File: src/logic/ldg_map.svh
// Offsets, pin positions, reset values and timing counts of the LAN DMA glue
`ifndef LDG_MAP_SVH
`define LDG_MAP_SVH

// Host I/O decode, byte addresses on the 16-bit I/O space
`define LDG_LAN_IO_BASE 16'h0300
`define LDG_LAN_IO_MASK 16'hFFF8
`define LDG_LATCH_LO_ADDR 16'h0308
`define LDG_LATCH_HI_ADDR 16'h030A
`define LDG_STATUS_ADDR 16'h030C

// Positions in the synchronised pin vector
`define LDG_P_RXDRQ 0
`define LDG_P_TXDRQ 1
`define LDG_P_EOF 2
`define LDG_P_COLL 3
`define LDG_P_DACK6_N 4
`define LDG_P_DACK7_N 5
`define LDG_P_IORD_N 6
`define LDG_P_IOWR_N 7
`define LDG_P_AEN 8
`define LDG_P_MEMWR_N 9
`define LDG_P_IRQ 10
`define LDG_PIN_W 11

// Reset values; strobes are idle high
`define LDG_PIN_RST 11'h02F0
`define LDG_WORD_W 25
`define LDG_TRAILER_WORDS 12'h0004

// Timing
`define LDG_CLK_NS 100
`define LDG_EOP_NS 300
`define LDG_EOP_CYC ((`LDG_EOP_NS + `LDG_CLK_NS - 1) / `LDG_CLK_NS)
`define LDG_BUS_HOLD_NS 15000
`define LDG_BUS_HOLD_CYC (`LDG_BUS_HOLD_NS / `LDG_CLK_NS)
`define LDG_BUS_REST_NS 2000
`define LDG_BUS_REST_CYC (`LDG_BUS_REST_NS / `LDG_CLK_NS)

`endif

File: src/logic/ldg_pkg.sv
// Types shared by the LAN DMA glue and its end-of-frame buffer
`include "ldg_map.svh"

package ldg_pkg;

  typedef logic [`LDG_WORD_W-1:0] ldg_word_t;
  typedef logic [`LDG_PIN_W-1:0] ldg_pins_t;

  typedef enum logic [1:0] {
    LDG_EOP_IDLE = 2'b00,
    LDG_EOP_PULSE = 2'b01,
    LDG_EOP_WAIT = 2'b10
  } ldg_eop_e;

  typedef struct packed {
    logic [1:0][`LDG_WORD_W-1:0] mem;
    logic wr_ptr;
    logic rd_ptr;
    logic [1:0] cnt;
  } ldg_buf_s;

  typedef struct packed {
    ldg_pins_t s1_pin;
    ldg_pins_t s2_pin;
    ldg_pins_t prev_pin;
    logic [23:0] s1_addr;
    logic [23:0] s2_addr;
    ldg_eop_e eop_st;
    logic [3:0] eop_cnt;
    logic [7:0] hold_cnt;
    logic [7:0] rest_cnt;
    logic hold_block;
    logic [23:0] last_addr;
    logic [11:0] word_cnt;
    logic pend_vld;
    ldg_word_t pend_word;
    logic [15:0] rdata;
    logic rdata_oe;
    logic lan_cs;
    logic drq6;
    logic drq7;
    logic eop;
    logic irq;
  } ldg_glue_s;

endpackage : ldg_pkg

File: src/logic/ldg_glue.sv
// LAN controller to host DMA glue: decode, end-of-frame latch, collision end-of-process, bus hold limit
`include "ldg_map.svh"

module ldg_glue (
  // Clock, reset, enable
  input wire logic clk_in,
  input wire logic srst_in,
  input wire logic ce_in,
  // LAN controller handshakes
  input wire logic lan_rx_drq_in,
  input wire logic lan_tx_drq_in,
  input wire logic lan_eof_in,
  input wire logic lan_coll_in,
  input wire logic lan_irq_in,
  // Host DMA controller
  input wire logic dma_ack6_n_in,
  input wire logic dma_ack7_n_in,
  output logic dma_req6_out,
  output logic dma_req7_out,
  output logic end_of_process_strobe_out,
  // Host bus
  input wire logic [23:0] bus_addr_in,
  input wire logic bus_aen_in,
  input wire logic io_rd_n_in,
  input wire logic io_wr_n_in,
  input wire logic mem_wr_n_in,
  output logic [15:0] bus_rdata_out,
  output logic bus_rdata_oe_out,
  output logic lan_cs_out,
  output logic host_irq_line_out
);

  ldg_pkg::ldg_glue_s st_r;
  ldg_pkg::ldg_glue_s st_nxt;
  ldg_pkg::ldg_pins_t pins;
  ldg_pkg::ldg_word_t buf_data;
  logic buf_in_ready;
  logic buf_out_valid;
  logic buf_pop;
  logic buf_push;
  logic eof_edge;
  logic coll_edge;
  logic wr_done;
  logic rd_start;
  logic rd_end;
  logic rd_act;
  logic bus_busy;
  logic sel_lo;
  logic sel_hi;
  logic sel_stat;
  logic sel_lan;

  function automatic logic rise(input logic prev, input logic cur);
    rise = cur && !prev;
  endfunction : rise

  function automatic logic io_hit(input logic [23:0] addr, input logic [15:0] base, input logic [15:0] mask);
    io_hit = ((addr[15:0] & mask) == base);
  endfunction : io_hit

  assign pins[`LDG_P_RXDRQ] = lan_rx_drq_in;
  assign pins[`LDG_P_TXDRQ] = lan_tx_drq_in;
  assign pins[`LDG_P_EOF] = lan_eof_in;
  assign pins[`LDG_P_COLL] = lan_coll_in;
  assign pins[`LDG_P_DACK6_N] = dma_ack6_n_in;
  assign pins[`LDG_P_DACK7_N] = dma_ack7_n_in;
  assign pins[`LDG_P_IORD_N] = io_rd_n_in;
  assign pins[`LDG_P_IOWR_N] = io_wr_n_in;
  assign pins[`LDG_P_AEN] = bus_aen_in;
  assign pins[`LDG_P_MEMWR_N] = mem_wr_n_in;
  assign pins[`LDG_P_IRQ] = lan_irq_in;

  // Edges are taken between the second stage and its delayed copy
  assign eof_edge = rise(st_r.prev_pin[`LDG_P_EOF], st_r.s2_pin[`LDG_P_EOF]);
  assign coll_edge = rise(st_r.prev_pin[`LDG_P_COLL], st_r.s2_pin[`LDG_P_COLL]);
  assign wr_done = rise(st_r.prev_pin[`LDG_P_MEMWR_N], st_r.s2_pin[`LDG_P_MEMWR_N])
    && !st_r.s2_pin[`LDG_P_DACK7_N];
  assign rd_act = !st_r.s2_pin[`LDG_P_IORD_N] && !st_r.s2_pin[`LDG_P_AEN];
  assign rd_start = rise(st_r.s2_pin[`LDG_P_IORD_N], st_r.prev_pin[`LDG_P_IORD_N]);
  assign rd_end = rise(st_r.prev_pin[`LDG_P_IORD_N], st_r.s2_pin[`LDG_P_IORD_N]);
  assign bus_busy = !st_r.s2_pin[`LDG_P_DACK6_N] || !st_r.s2_pin[`LDG_P_DACK7_N];

  // DMA cycles drive AEN high, so latch and controller reads never collide with them
  assign sel_lan = io_hit(st_r.s2_addr, `LDG_LAN_IO_BASE, `LDG_LAN_IO_MASK);
  assign sel_lo = io_hit(st_r.s2_addr, `LDG_LATCH_LO_ADDR, 16'hFFFF);
  assign sel_hi = io_hit(st_r.s2_addr, `LDG_LATCH_HI_ADDR, 16'hFFFF);
  assign sel_stat = io_hit(st_r.s2_addr, `LDG_STATUS_ADDR, 16'hFFFF);

  // Reading the high half releases the entry; a new frame end overwrites a word still waiting for the buffer
  assign buf_pop = rd_end && !st_r.prev_pin[`LDG_P_AEN] && sel_hi;
  assign buf_push = st_r.pend_vld;

  ldg_buf u_buf (
    .clk_in(clk_in),
    .srst_in(srst_in),
    .ce_in(ce_in),
    .in_valid_in(buf_push),
    .in_ready_out(buf_in_ready),
    .in_data_in(st_r.pend_word),
    .out_valid_out(buf_out_valid),
    .out_ready_in(buf_pop),
    .out_data_out(buf_data)
  );

  always_comb begin
    st_nxt = st_r;
    st_nxt.s1_pin = pins;
    st_nxt.s2_pin = st_r.s1_pin;
    st_nxt.prev_pin = st_r.s2_pin;
    st_nxt.s1_addr = bus_addr_in;
    st_nxt.s2_addr = st_r.s1_addr;

    // Receive write address; the trailer words land last
    if (wr_done) begin
      st_nxt.last_addr = st_r.s2_addr;
      if (st_r.word_cnt != 12'hFFF) begin
        st_nxt.word_cnt = st_r.word_cnt + 12'h001;
      end
    end

    // Pending word leaves once the buffer accepts it; a new frame end wins
    if (st_r.pend_vld && buf_in_ready) begin
      st_nxt.pend_vld = 1'b0;
    end
    if (eof_edge) begin
      st_nxt.pend_vld = 1'b1;
      st_nxt.pend_word = {(st_r.word_cnt >= `LDG_TRAILER_WORDS), st_r.last_addr};
      st_nxt.word_cnt = 12'h000;
    end

    // Collision end-of-process pulse
    unique case (st_r.eop_st)
      ldg_pkg::LDG_EOP_IDLE: begin
        if (coll_edge) begin
          st_nxt.eop_st = ldg_pkg::LDG_EOP_PULSE;
          st_nxt.eop = 1'b1;
          st_nxt.eop_cnt = 4'h0;
        end
      end
      ldg_pkg::LDG_EOP_PULSE: begin
        st_nxt.eop_cnt = st_r.eop_cnt + 4'h1;
        if (st_r.eop_cnt == 4'(`LDG_EOP_CYC - 1)) begin
          st_nxt.eop_st = ldg_pkg::LDG_EOP_WAIT;
          st_nxt.eop = 1'b0;
        end
      end
      ldg_pkg::LDG_EOP_WAIT: begin
        // One pulse per collision, not one per clock of it
        if (!st_r.s2_pin[`LDG_P_COLL]) begin
          st_nxt.eop_st = ldg_pkg::LDG_EOP_IDLE;
        end
      end
      default: begin
        st_nxt.eop_st = ldg_pkg::LDG_EOP_IDLE;
        st_nxt.eop = 1'b0;
      end
    endcase

    // Refresh is not seen here, so tenure is cut short and the bus rests
    if (st_r.hold_block) begin
      st_nxt.hold_cnt = 8'h00;
      if (bus_busy) begin
        st_nxt.rest_cnt = 8'h00;
      end else if (st_r.rest_cnt == 8'(`LDG_BUS_REST_CYC - 1)) begin
        st_nxt.hold_block = 1'b0;
        st_nxt.rest_cnt = 8'h00;
      end else begin
        st_nxt.rest_cnt = st_r.rest_cnt + 8'h01;
      end
    end else if (bus_busy) begin
      if (st_r.hold_cnt == 8'(`LDG_BUS_HOLD_CYC - 1)) begin
        st_nxt.hold_block = 1'b1;
        st_nxt.hold_cnt = 8'h00;
      end else begin
        st_nxt.hold_cnt = st_r.hold_cnt + 8'h01;
      end
    end else begin
      st_nxt.hold_cnt = 8'h00;
    end

    // Fixed channels; both wait while the bus rests, receive also while a frame end is pending
    st_nxt.drq6 = st_r.s2_pin[`LDG_P_TXDRQ] && !st_nxt.hold_block;
    st_nxt.drq7 = st_r.s2_pin[`LDG_P_RXDRQ] && !st_nxt.hold_block && !st_nxt.pend_vld;
    st_nxt.irq = st_r.s2_pin[`LDG_P_IRQ];

    // Controller select covers reads and writes from the processor only
    st_nxt.lan_cs = sel_lan && !st_r.s2_pin[`LDG_P_AEN]
      && (!st_r.s2_pin[`LDG_P_IORD_N] || !st_r.s2_pin[`LDG_P_IOWR_N]);

    // Read data captured at the start of the strobe, held to its end
    if (rd_start && !st_r.s2_pin[`LDG_P_AEN]) begin
      if (sel_lo) begin
        st_nxt.rdata = buf_data[15:0];
      end else if (sel_hi) begin
        st_nxt.rdata = {buf_out_valid, 6'h00, buf_data[24], buf_data[23:16]};
      end else if (sel_stat) begin
        st_nxt.rdata = {13'h0000, st_r.hold_block, st_r.pend_vld, buf_out_valid};
      end
    end
    st_nxt.rdata_oe = rd_act && (sel_lo || sel_hi || sel_stat);
  end

  always_ff @(posedge clk_in) begin
    if (srst_in) begin
      st_r <= '0;
      st_r.s1_pin <= `LDG_PIN_RST;
      st_r.s2_pin <= `LDG_PIN_RST;
      st_r.prev_pin <= `LDG_PIN_RST;
      st_r.eop_st <= ldg_pkg::LDG_EOP_IDLE;
    end else if (ce_in) begin
      st_r <= st_nxt;
    end
  end

  assign dma_req6_out = st_r.drq6;
  assign dma_req7_out = st_r.drq7;
  assign end_of_process_strobe_out = st_r.eop;
  assign bus_rdata_out = st_r.rdata;
  assign bus_rdata_oe_out = st_r.rdata_oe;
  assign lan_cs_out = st_r.lan_cs;
  assign host_irq_line_out = st_r.irq;

  a_eof_sets_pend: assert property (@(posedge clk_in) disable iff (srst_in || !ce_in)
    eof_edge |=> st_r.pend_vld && st_r.pend_word[23:0] == $past(st_r.last_addr))
    else $error("frame end did not latch the last address");

  a_trailer_flag: assert property (@(posedge clk_in) disable iff (srst_in || !ce_in)
    eof_edge |=> st_r.pend_word[24] == ($past(st_r.word_cnt) >= 12'h004))
    else $error("trailer flag wrong");

  a_addr_latch: assert property (@(posedge clk_in) disable iff (srst_in || !ce_in)
    wr_done |=> st_r.last_addr == $past(st_r.s2_addr))
    else $error("receive write address not kept");

  a_cnt_clear: assert property (@(posedge clk_in) disable iff (srst_in || !ce_in)
    eof_edge |=> st_r.word_cnt == 12'h000)
    else $error("word count not restarted at frame end");

  a_coll_eop_pulse: assert property (@(posedge clk_in) disable iff (srst_in || !ce_in)
    (coll_edge && st_r.eop_st == ldg_pkg::LDG_EOP_IDLE) |=> end_of_process_strobe_out[*3] ##1 !end_of_process_strobe_out)
    else $error("end-of-process pulse not three cycles");

  a_eop_no_retrig: assert property (@(posedge clk_in) disable iff (srst_in || !ce_in)
    (st_r.eop_st == ldg_pkg::LDG_EOP_WAIT) |=> !end_of_process_strobe_out)
    else $error("end-of-process retriggered during collision");

  a_eop_idle_low: assert property (@(posedge clk_in) disable iff (srst_in || !ce_in)
    (st_r.eop_st == ldg_pkg::LDG_EOP_IDLE) |-> !end_of_process_strobe_out)
    else $error("end-of-process high while idle");

  a_tx_on_six: assert property (@(posedge clk_in) disable iff (srst_in || !ce_in)
    dma_req6_out |-> $past(st_r.s2_pin[`LDG_P_TXDRQ]))
    else $error("transmit request off its channel");

  a_rx_on_seven: assert property (@(posedge clk_in) disable iff (srst_in || !ce_in)
    dma_req7_out |-> $past(st_r.s2_pin[`LDG_P_RXDRQ]))
    else $error("receive request off its channel");

  a_irq_follows: assert property (@(posedge clk_in) disable iff (srst_in || !ce_in)
    host_irq_line_out == $past(st_r.s2_pin[`LDG_P_IRQ]))
    else $error("interrupt line does not follow controller");

  a_cs_decode: assert property (@(posedge clk_in) disable iff (srst_in || !ce_in)
    lan_cs_out |-> $past(sel_lan) && !$past(st_r.s2_pin[`LDG_P_AEN]))
    else $error("controller selected outside its window");

  a_oe_decode: assert property (@(posedge clk_in) disable iff (srst_in || !ce_in)
    bus_rdata_oe_out |-> $past(rd_act))
    else $error("read data driven outside a processor read");

  a_rx_stall: assert property (@(posedge clk_in) disable iff (srst_in || !ce_in)
    st_nxt.pend_vld |=> !dma_req7_out)
    else $error("receive request while frame end pending");

  a_pend_drains: assert property (@(posedge clk_in) disable iff (srst_in || !ce_in)
    (st_r.pend_vld && buf_in_ready && !eof_edge) |=> !st_r.pend_vld)
    else $error("pending frame end not stored");

  a_hold_limit: assert property (@(posedge clk_in) disable iff (srst_in || !ce_in)
    st_nxt.hold_block |=> !dma_req6_out && !dma_req7_out)
    else $error("bus tenure exceeded");

  a_hold_count: assert property (@(posedge clk_in) disable iff (srst_in || !ce_in)
    st_r.hold_cnt < 8'h96)
    else $error("tenure counter past its limit");

  a_latch_stable: assert property (@(posedge clk_in) disable iff (srst_in || !ce_in)
    (st_r.pend_vld && !buf_in_ready && !eof_edge) |=> $stable(st_r.pend_word))
    else $error("held end word changed");

endmodule : ldg_glue

File: src/logic/ldg_buf.sv
// Two-entry buffer of end-of-frame words
`include "ldg_map.svh"

module ldg_buf (
  // Clock and reset
  input wire logic clk_in,
  input wire logic srst_in,
  input wire logic ce_in,
  // Fill side
  input wire logic in_valid_in,
  output logic in_ready_out,
  input wire ldg_pkg::ldg_word_t in_data_in,
  // Drain side
  output logic out_valid_out,
  input wire logic out_ready_in,
  output ldg_pkg::ldg_word_t out_data_out
);

  ldg_pkg::ldg_buf_s st_r;
  ldg_pkg::ldg_buf_s st_nxt;
  logic push;
  logic pop;

  assign in_ready_out = (st_r.cnt != 2'd2);
  assign out_valid_out = (st_r.cnt != 2'd0);
  assign out_data_out = st_r.mem[st_r.rd_ptr];
  assign push = in_valid_in && in_ready_out;
  assign pop = out_ready_in && out_valid_out;

  always_comb begin
    st_nxt = st_r;
    if (push) begin
      st_nxt.mem[st_r.wr_ptr] = in_data_in;
      st_nxt.wr_ptr = ~st_r.wr_ptr;
    end
    if (pop) begin
      st_nxt.rd_ptr = ~st_r.rd_ptr;
    end
    // Entries never move, so an unread word stays put
    st_nxt.cnt = st_r.cnt + {1'b0, push} - {1'b0, pop};
  end

  always_ff @(posedge clk_in) begin
    if (srst_in) begin
      st_r <= '0;
    end else if (ce_in) begin
      st_r <= st_nxt;
    end
  end

  a_buf_count: assert property (@(posedge clk_in) disable iff (srst_in) st_r.cnt <= 2'd2)
    else $error("buffer count above two");

endmodule : ldg_buf

File: config.mk
export PLATFORM = sky130hd
export DESIGN_NAME = ldg_glue
export DESIGN_NICKNAME = d
export VERILOG_FILES = /design/src/logic/ldg_pkg.sv /design/src/logic/ldg_glue.sv /design/src/logic/ldg_buf.sv
export VERILOG_INCLUDE_DIRS = /design/src /design/src/logic
export SDC_FILE = /design/constraint.sdc
export NUM_CORES = 1
export LEC_CHECK = 0
export BUFFER_PORTS_ARGS = -buffer_cell sky130_fd_sc_hd__buf_2
export CAP_MARGIN = 20
export CORE_UTILIZATION = 45
export CTS_CLUSTER_SIZE = 8
export DETAILED_ROUTE_END_ITERATION = 6
export GPL_TIMING_DRIVEN = 0
export PLACE_DENSITY = 0.74
export SYNTH_ARGS = -nofsm -noshare
export SYNTH_HDL_FRONTEND = slang
export SYNTH_SLANG_ARGS = --single-unit
File: constraint.sdc
create_clock -name clk_in -period 5.5 [get_ports clk_in]
set_input_delay 0.825 -clock clk_in [delete_from_list [all_inputs] [get_ports clk_in]]
set_output_delay 0.825 -clock clk_in [all_outputs]
set_load 0.005 [all_outputs]
After elaboration in Yosys (flattened, before gate mapping) --
Cells that the tools add are included. Widths: inputs -> output; s select.
Cells by class: add/sub/neg operators 6, magnitude comparators 4, equal/unequal tests 14, muxes and demuxes 30, bitwise operators 3, reduce and logical (&&, ||, !) cells 51
Operators with widths (count):
- $mux 25 | 3
- $bwmux 50 | 1
- $eq 16x10->1 const B | 3
- $mux 16 | 3
- $mux 8 | 5
- $mux 38 | 1
- $demux 25 s1 | 1
- $mux 12 | 2
- $logic_and 1x1->1 | 19
- $add 8x1->8 const B | 2
- $eq 13x7->1 const B | 1
- $add 12x1->12 const B | 1
- $ge 12x3->1 const B | 1
- $logic_not 1->1 | 12
- $ne 12x12->1 const B | 1
- $reduce_and 2->1 | 5
- $reduce_and 3->1 | 3
- $eq 8x5->1 const B | 1
- $eq 8x8->1 const B | 1
- $mux 1 | 8
- $ne 2x2->1 const B | 4
- $pmux 4 s2 | 1
- $reduce_and 4->1 | 2
- $reduce_bool 2->1 | 4
- 16 further kinds | 23
Storage, ports and cells: register bits after elaboration 241, bits of input ports 38, output and inout port bits 22, logic and storage cells 134

Longest topological paths before layout --
Gate-level depths: netlist of run 1.
depth after elaboration 7, mapped depth 10, mapped depth without buffers 10

By module --
From an unflattened synthesis of run 1, not the netlist that was laid out.
Second synthesis, totals: cell total of the unflattened synthesis 1074, area, all modules 10093.4 µm²
By module, submodules not included:
- ldg_glue | instances 1, cells an instance 829, area an instance 7482.2 µm², sequential area each 3643.5 µm²
- ldg_buf | instances 1, cells an instance 245, area an instance 2611.3 µm², sequential area each 1081.0 µm²

Worst setup path before layout of run 1 --
OpenSTA, ideal clock, no wires.
path type input -> register, from input ce_in, to register st_r[49] (netlist name), setup time 70 ps, data arrival time 1969 ps, data required time 5430 ps, path slack 3461 ps, stages on the path 6, buffers on the path 2, cells stage by stage and4bb_2 -> buf_2 -> o41ai_2 -> buf_2 -> or3b_2 -> a21oi_1
Between the ends: cells in the longest elaborated chain, start to end 1
RTL lines:
- start, declared | RTL line ldg_glue.sv:8 | input wire logic ce_in,
- $reduce_and 3->1 (no line)
- end signal, assigned | RTL line ldg_glue.sv:211 | st_r <= st_nxt;
- end, declared | RTL line ldg_glue.sv:33 | ldg_pkg::ldg_glue_s st_r;
No other way between the ends. A chain may end at the register's enable or synchronous reset.

Final worst setup path of run 1 --
from register st_r[111] (netlist name), to register u_buf.st_r[1] (netlist name)
Between the ends: cells in the longest elaborated chain, start to end 4
RTL lines:
- $eq 16x10->1 | RTL line ldg_glue.sv:58 | io_hit = ((addr[15:0] & mask) == base);
- $logic_and 1x1->1 | RTL line ldg_glue.sv:90 | assign buf_pop = rd_end && !st_r.prev_pin[`LDG_P_AEN] && sel_hi;
- $logic_and 1x1->1 | RTL line ldg_buf.sv:28 | assign pop = out_ready_in && out_valid_out;
- $sub 2x1->2 | RTL line ldg_buf.sv:40 | st_nxt.cnt = st_r.cnt + {1'b0, push} - {1'b0, pop};
- end signal, assigned | RTL line ldg_buf.sv:47 | st_r <= st_nxt;
- end, declared | RTL line ldg_buf.sv:19 | ldg_pkg::ldg_buf_s st_r;
No other way between the ends.

==> results.md, run 1 <==
- Leak: 4.53 nW
- CTS buffer count: 35
- Status: completed
- Ports: 60
- Synthesized area: 0.00962 mm2
- Synth top area share: between 40 and 50%
- Via count: 7656
- Final WL: roughly 22 mm
- CP most frequent cell: nor2_1
- Worst path cell trace: nor4_4, nand4_1, nor2_1, ha_1, inv_1, ha_1, xnor2_1, nor2_1, xnor2_1, nor2_1
- Synth unique cells: 58
- CTS Hold Bufs: 0
- Share of cells above drive strength 1: 14.5%
- DR iter-0 viols: between 400 and 500
- Fill cells: 1871
- Clk_skew: roughly 0.02 ns
- Largest net degree at the start of global routing: 11
- Maxcap violations: 0
- Startpoint Class: flop
- TNS Setup: 0 ns
- Commonest non-fill, non-tap cells in the layout: dfxtp_1, nand2_1, nor2_1
- Post-synth EDFFs: 0
- RSZ-0062 raised after global routing: no
- Vias in the first global route: 7447
- Gates resized, CTS repair: 0
- Setup crit end: u_buf.st_r[1]$_SDFFE_PP0P_
- Synth Instances: 1064
- H-tree depth: 2
- DIE HEIGHT: 148 um
- Grt ovf: 0
- R2R depth: 10
- Initial core utilization: 45.8%
- Dpl cell area: about 0.01 mm2
- CP Capture Type: flop
- Clock sink count: 236
- First-pass GRT wire length: 36.9 mm
- Detail Route Antenna Nets: 0
- Synth async-reset ratio: 0%
- Worst min-delay path class: reg2reg
- Port-buffer cells: 58
- Layout area overhead: 16.5%
- WP buf/inv: 1
- Crit. Startpoint: st_r[111]$_SDFFE_PP0P_
- DP HPWL: 15.9 mm
- Slew at the pin closest to its max-slew limit: 0.689 ns
- Fin nets: between 1000 and 1500
- Seq/Total Area, Yosys: 49.1%
- Ys flop type: dfxtp_1
- F_max: roughly 410 MHz
- Commonest non-fill, non-tap cell in the layout: dfxtp_1
- Wire per inst: 15.6 um
- Clk Latency, worst-skew pair: 0.51 ns
- CORE AREA: 0.0210 mm2
- Die area: 0.0220 mm2
- Clock slew at reported path FFs: 0.05 ns
- DRC viols: 0
- Fin. Hold Viols: 0
- CP max FO: 6
- Yosys reg bits: 236
- Pwr dens: 341 mW/mm2
- CTS tree: yes
- Syn_area_per_cell: approximately 9 um2
- Initial antenna violation count: 0
- CP Class: reg2reg
- Max IR drop VDD: 0.208 mV
- Levels on crit path: 10
- Synth top area cells: dfxtp_1, mux2i_1, nand2_1
- Synth Warn #: 0
- Crit path required time: slightly below 6 ns
- Post-synth top area cell: dfxtp_1
- Mapped Nets: 1111
- Slew margin rel.: 54.1%
- Die X: 148 um
- Clk buf depth: 3
- Via density: 5.33
- Critical-path top delay cell: nor4_4
- FF-to-FF Start: st_r[111]$_SDFFE_PP0P_
- ANT cells: 0
- Post-CTS Repair Setup Buffers: 0
- Number of setup violations in the final report: 0
- Cell family with most CP delay: simple AND/OR/NAND/NOR gates
- Total GRT Usage: 20.8%
- CP arrival: 2.79 ns
- Worst r2r dst: u_buf.st_r[1]$_SDFFE_PP0P_
- FP Rows: 53
- Slowest stage delay, CP: 0.53 ns
- Root Driver: clkbuf_16
- Final Slew Violations: 0
- Drt pass-1 iters: 5
- Fin crit period: 2.42 ns
- R2r setup slk: between 3 and 4 ns
- Period Utilization, post-route: 43.9%
- GP Congestion: 0.840
- Cell area after layout: 0.0112 mm2
[Yosys cell counts (all sizes together), types with 3 or more instances]
cell / instances
dfxtp: 236
nand2: 188
nor2: 130
a21oi: 105
mux2i: 103
clkbuf: 46
buf: 44
nand4: 21
nand3: 19
o21ai: 18
inv: 15
xor2: 10
ha: 9
mux4: 9
nor4: 9
and4: 8
xnor2: 8
a211oi: 6
a31oi: 6
mux2: 6
o211ai: 6
nor3: 5
or4: 5
and3: 4
nor2b: 4
o41ai: 4
a32o: 3
and2: 3
and4bb: 3
nand2b: 3
nand3b: 3
[sequential cells by signal, indices dropped and copies added, names as in the netlist]
name / flops
st_r: 113
u_buf.st_r: 54
st_nxt: 46
bus_rdata_out: 16
buf_push: 1
bus_rdata_oe_out: 1
dma_req6_out: 1
dma_req7_out: 1
end_of_process_strobe_out: 1
host_irq_line_out: 1
lan_cs_out: 1
[cells by family (layout without fill, tap and decap cells)]
logic type	Yosys count	after routing	synth area share (%)
and+or+nand+nor	418	418	19.9
DFF	236	236	49.1
buffers and inverters	105	203	5.04
xor gates and xnor gates	18	18	1.64
AOI/OAI and AO/OA	160	160	9.62
adders and majority gates	9	9	1.17
muxes	118	118	13.5
[per-layer routing]
metal / global-route usage [%] / vias up / wire length (um)
met4: 7.11 / 0 / 480
met1: 26.9 / 3595 / 10400
met2: 35.2 / 201 / 10400
met3: 3.13 / 40 / 1100
met5: 0 / - / 0
li1: - / 3820 / -
[through the flow]
stage                     hold slack [ns]  utilization (%)  power, W  std cells  setup slack [ns]
after global placement              0.438             48.8   0.00195       1397              2.61
after global routing                0.471             53.3   0.00394       1437              2.92
final                               0.450             53.3   0.00383       1437              3.08
after CTS                           0.450             53.3   0.00385       1437              3.10
after detailed placement            0.444             48.8   0.00196       1397              2.59
after floorplan                     0.431                -   0.00190       1064              3.46
[worst register-to-register path, cell delays in order (launching register included)]
cell	delay, ns
dfxtp_1	0.34
nor4_4	0.53
nand4_1	0.33
nor2_1	0.24
ha_1	0.26
inv_1	0.06
ha_1	0.15
xnor2_1	0.11
nor2_1	0.07
xnor2_1	0.16
nor2_1	0.05
[area by class of cell]
cell class	count	area, um2	share of cell area, %
Buffer	90	429	3.83
Clock buffer	38	930	8.29
Clock inverter	2	25.0	0.223
Inverter	15	56.3	0.502
Multi-Input combinational cell	723	4410	39.4
Sequential cell	236	4720	42.1
Tap cell	275	344	3.07
Timing Repair Buffer	58	290	2.59
[how the worst min path moves through the flow]
stage / cells after the start / slack [ns] / from / to
global placement: 2 / 0.44 / u_buf.st_r[32]$_SDFFE_PP0P_ / u_buf.st_r[32]$_SDFFE_PP0P_
global route: 2 / 0.47 / st_r[40]$_SDFFE_PP0P_ / u_buf.st_r[47]$_SDFFE_PP0P_
detailed placement: 2 / 0.44 / st_r[60]$_SDFFE_PP0P_ / st_r[22]$_SDFFE_PP0P_
floorplan: 2 / 0.43 / st_r[123]$_SDFFE_PP0P_ / st_r[76]$_SDFFE_PP0P_
CTS: 2 / 0.45 / st_r[60]$_SDFFE_PP0P_ / st_r[22]$_SDFFE_PP0P_
finish: 2 / 0.45 / st_r[60]$_SDFFE_PP0P_ / st_r[22]$_SDFFE_PP0P_
[where the power goes]
group	internal, W	switching, W	total [W]
Combinational	0.0000596	0.0000996	0.000159
Sequential	0.00174	0.0000216	0.00177
Clock	0.00118	0.000721	0.00190
No activity file was read; power rests on OpenSTA's default activity.
==> run 2: changes to the inputs <==
--- a/config.mk
+++ b/config.mk
@@ -12,7 +12,7 @@
 export CTS_CLUSTER_SIZE = 8
 export DETAILED_ROUTE_END_ITERATION = 6
 export GPL_TIMING_DRIVEN = 0
-export PLACE_DENSITY = 0.74
+export PLACE_DENSITY = 0.76
 export SYNTH_ARGS = -nofsm -noshare
 export SYNTH_HDL_FRONTEND = slang
 export SYNTH_SLANG_ARGS = --single-unit
==> constraint.sdc (replaced) <==
create_clock -name clk_in -period 2.1 [get_ports clk_in]
set_input_delay 0.315 -clock clk_in [delete_from_list [all_inputs] [get_ports clk_in]]
set_output_delay 0.315 -clock clk_in [all_outputs]
set_load 0.005 [all_outputs]
==> run 2 against run 1 <==
  * Largest cell class unchanged
  * The run now ends with negative setup slack left
  * Register-to-register slack lost 3.1 ns
  * Sequential share of layout area down 0.22 points
  * Largest power group unchanged
  * Clock-buffer cell count is 2 lower
  * Final cell count increased by 0.35%
  * Final area is 0.75% higher
  * Setup slack lost 3.1 ns
==> results.md, run 2 (synthesis gave the netlist of run 1 again) <==
- Grt ovf: 0 (unchanged)
- Maxcap violations: 0 (unchanged)
- Clk_skew: 0.0175 ns (-0.00212 ns)
- Via density: 5.43 (+1.9%)
- F_max: 472 MHz (+14%)
- Clk buf depth: 3 (unchanged)
- ANT cells: 0 (unchanged)
- FP Rows: 53 (unchanged)
- Fill cells: 1820 (-2.7%)
- DRC viols: 0 (unchanged)
- Max FFs per register: 113 (unchanged)
- Commonest non-fill, non-tap cell in the layout: dfxtp_1
- Worst min-delay path class: in2reg
- Pwr dens: 888 mW/mm2 (+160%)
- Detail Route Antenna Nets: 0 (unchanged)
- Final setup slack of the worst path: -0.0169 ns (-3.10 ns)
- DP HPWL: 15.9 mm (+0.37%)
- Initial antenna violation count: 0 (unchanged)
- Clock slew at reported path FFs: 0.05 ns (about the same)
- Die area: 0.0220 mm2 (unchanged)
- CP max FO: 3 (-3)
- Grt met1 use: 27.1% (+0.20 points)
- CP Class: reg2reg
- Crit path required time: 2.45 ns (-3.42 ns)
- Leak: 4.56 nW (+0.77%)
- Via count: 7829 (+2.3%)
- CORE AREA: 0.0210 mm2 (unchanged)
- RSZ-0062 raised after global routing: yes
- Wire per inst: 15.8 um (+1.7%)
- Fin crit period: 2.12 ns (-0.299 ns)
- Largest Register: st_r
- CTS Hold Bufs: 0 (unchanged)
- Layout Cells excl Fill: 1442 (+0.35%)
- Final core occ: 53.7% (+0.40 points)
- Ports: 60 (unchanged)
- Fin nets: 1212 (+0.50%)
- Largest net degree at the start of global routing: 11 (unchanged)
- Final Slew Violations: 0 (unchanged)
- Fin. Hold Viols: 0 (unchanged)
- Dpl cell area: 0.0103 mm2 (unchanged)
- CTS buffer count: 35 (unchanged)
- Clk Latency, worst-skew pair: 0.50 ns (about the same)
- CP Capture Type: flop
- Failing checks: negative setup slack
- Commonest non-fill, non-tap cells in the layout: dfxtp_1, nand2_1, nor2_1
- Drt pass-1 iters: 5 (unchanged)
- DIE HEIGHT: 148 um (unchanged)
- Footprint of the multi-input gates: 0.00444 mm2 (+0.51%)
- Placed Cells: 1397 (unchanged)
- GP Congestion: 0.860 (+2.5%)
- Max IR drop VDD: 0.654 mV (+210%)
- Port-buffer cells: 58 (unchanged)
- Gr busiest metal: met2
- Layout area overhead: 17.4%
- Vias in the first global route: 7327 (-1.6%)
- Total GRT Usage: 20.9% (+0.18 points)
- H-tree depth: 2 (unchanged)
- Number of setup violations in the final report: 2 (+2)
- Period Utilization, post-route: 101% (+57 points)
- Cell area after layout: 0.0113 mm2 (+0.75%)
- CP arrival: 2.47 ns (-0.32 ns)
- Slew margin rel.: 52.8% (-1.3 points)
- Startpoint Class: flop
- Met2 global-route usage: 34.1% (-1.1 points)
- Die X: 148 um (unchanged)
- Final WL: 22.8 mm (+2.1%)
- Initial core utilization: 45.8% (unchanged)
- CTS tree: yes
- DR iter-0 viols: 440 (-4.6%)
- First-pass GRT wire length: 36.9 mm (about the same)
- Share of cells above drive strength 1: 16.0% (+1.6 points)
- Status: finished, violations left
- Slew at the pin closest to its max-slew limit: 0.708 ns (+0.0193 ns)
- Global Route met3 Usage: 4.14% (+1.0 points)
- Area occupied by registers: 0.00473 mm2 (+0.21%)
- Clock sink count: 236 (unchanged)
- Root Driver: clkbuf_16
- Hold Slack: 0.0379 ns (-0.412 ns)
- Tot Pwr: 0.0100 W (+160%)
[run 2: power by group]
group          internal, W  switching, W
combinational     0.000162      0.000262
sequential         0.00457     0.0000596
clock              0.00313       0.00184
[run 2: metal layers]
layer | wire length (um) | up-vias | part of all wire [%]
li1 | - | 3842 | -
met1 | 10400 | 3686 | 45
met2 | 10400 | 237 | 46
met3 | 1320 | 64 | 5.8
met4 | 728 | 0 | 3.2
met5 | 0 | - | 0
[run 2: through the flow]
step	worst slack [ns]	setup TNS (ns)
after floorplan	0.183	0
after global placement	-0.268	-13.67
after detailed placement	-0.306	-14.36
after CTS	-0.00583	-0.00583
after global routing	-0.128	-0.186
final	-0.0169	-0.0287
[run 2: worst max-delay path: stages (launching register included)]
cell and delay (ns):
dfxtp_2 0.33, nor4_4 0.41, nand4_1 0.24, nor2_2 0.16, ha_1 0.24, inv_1 0.06, ha_1 0.15, xnor2_1 0.11
nor2_1 0.07, xnor2_1 0.16, nor2_1 0.05
[run 2: path summary, 6_finish.rpt]
path | start | endpoint | slack [ns] | cells after the start
worst max register to register | st_r[120]$_SDFFE_PP0P_ | u_buf.st_r[1]$_SDFFE_PP0P_ | -0.02 | 10
worst min register to register | st_r[63]$_SDFFE_PP0P_ | st_r[25]$_SDFFE_PP0P_ | 0.45 | 2
worst min-delay path | dma_ack6_n_in | st_nxt[170]$_SDFFE_PP1P_ | 0.04 | 3
worst max-delay path | st_r[120]$_SDFFE_PP0P_ | u_buf.st_r[1]$_SDFFE_PP0P_ | -0.02 | 10
[run 2: what timing repair did]
action,in CTS,in global routing
buffers inserted,5,1
hold endpoints to repair,0,0
gates cloned,0,0
pin swaps,5,3
setup endpoints to repair,2,8
gates resized for setup,7,10
[run 2: layout make-up]
cell class / instances / share of cell area (%)
inverter: 15 / 0.498
tap: 275 / 3.05
timing repair buffer: 64 / 2.97
multi-input combinational: 723 / 39.3
buffer: 90 / 3.84
clock buffer: 36 / 7.98
clock inverter: 3 / 0.487
sequential: 236 / 41.9
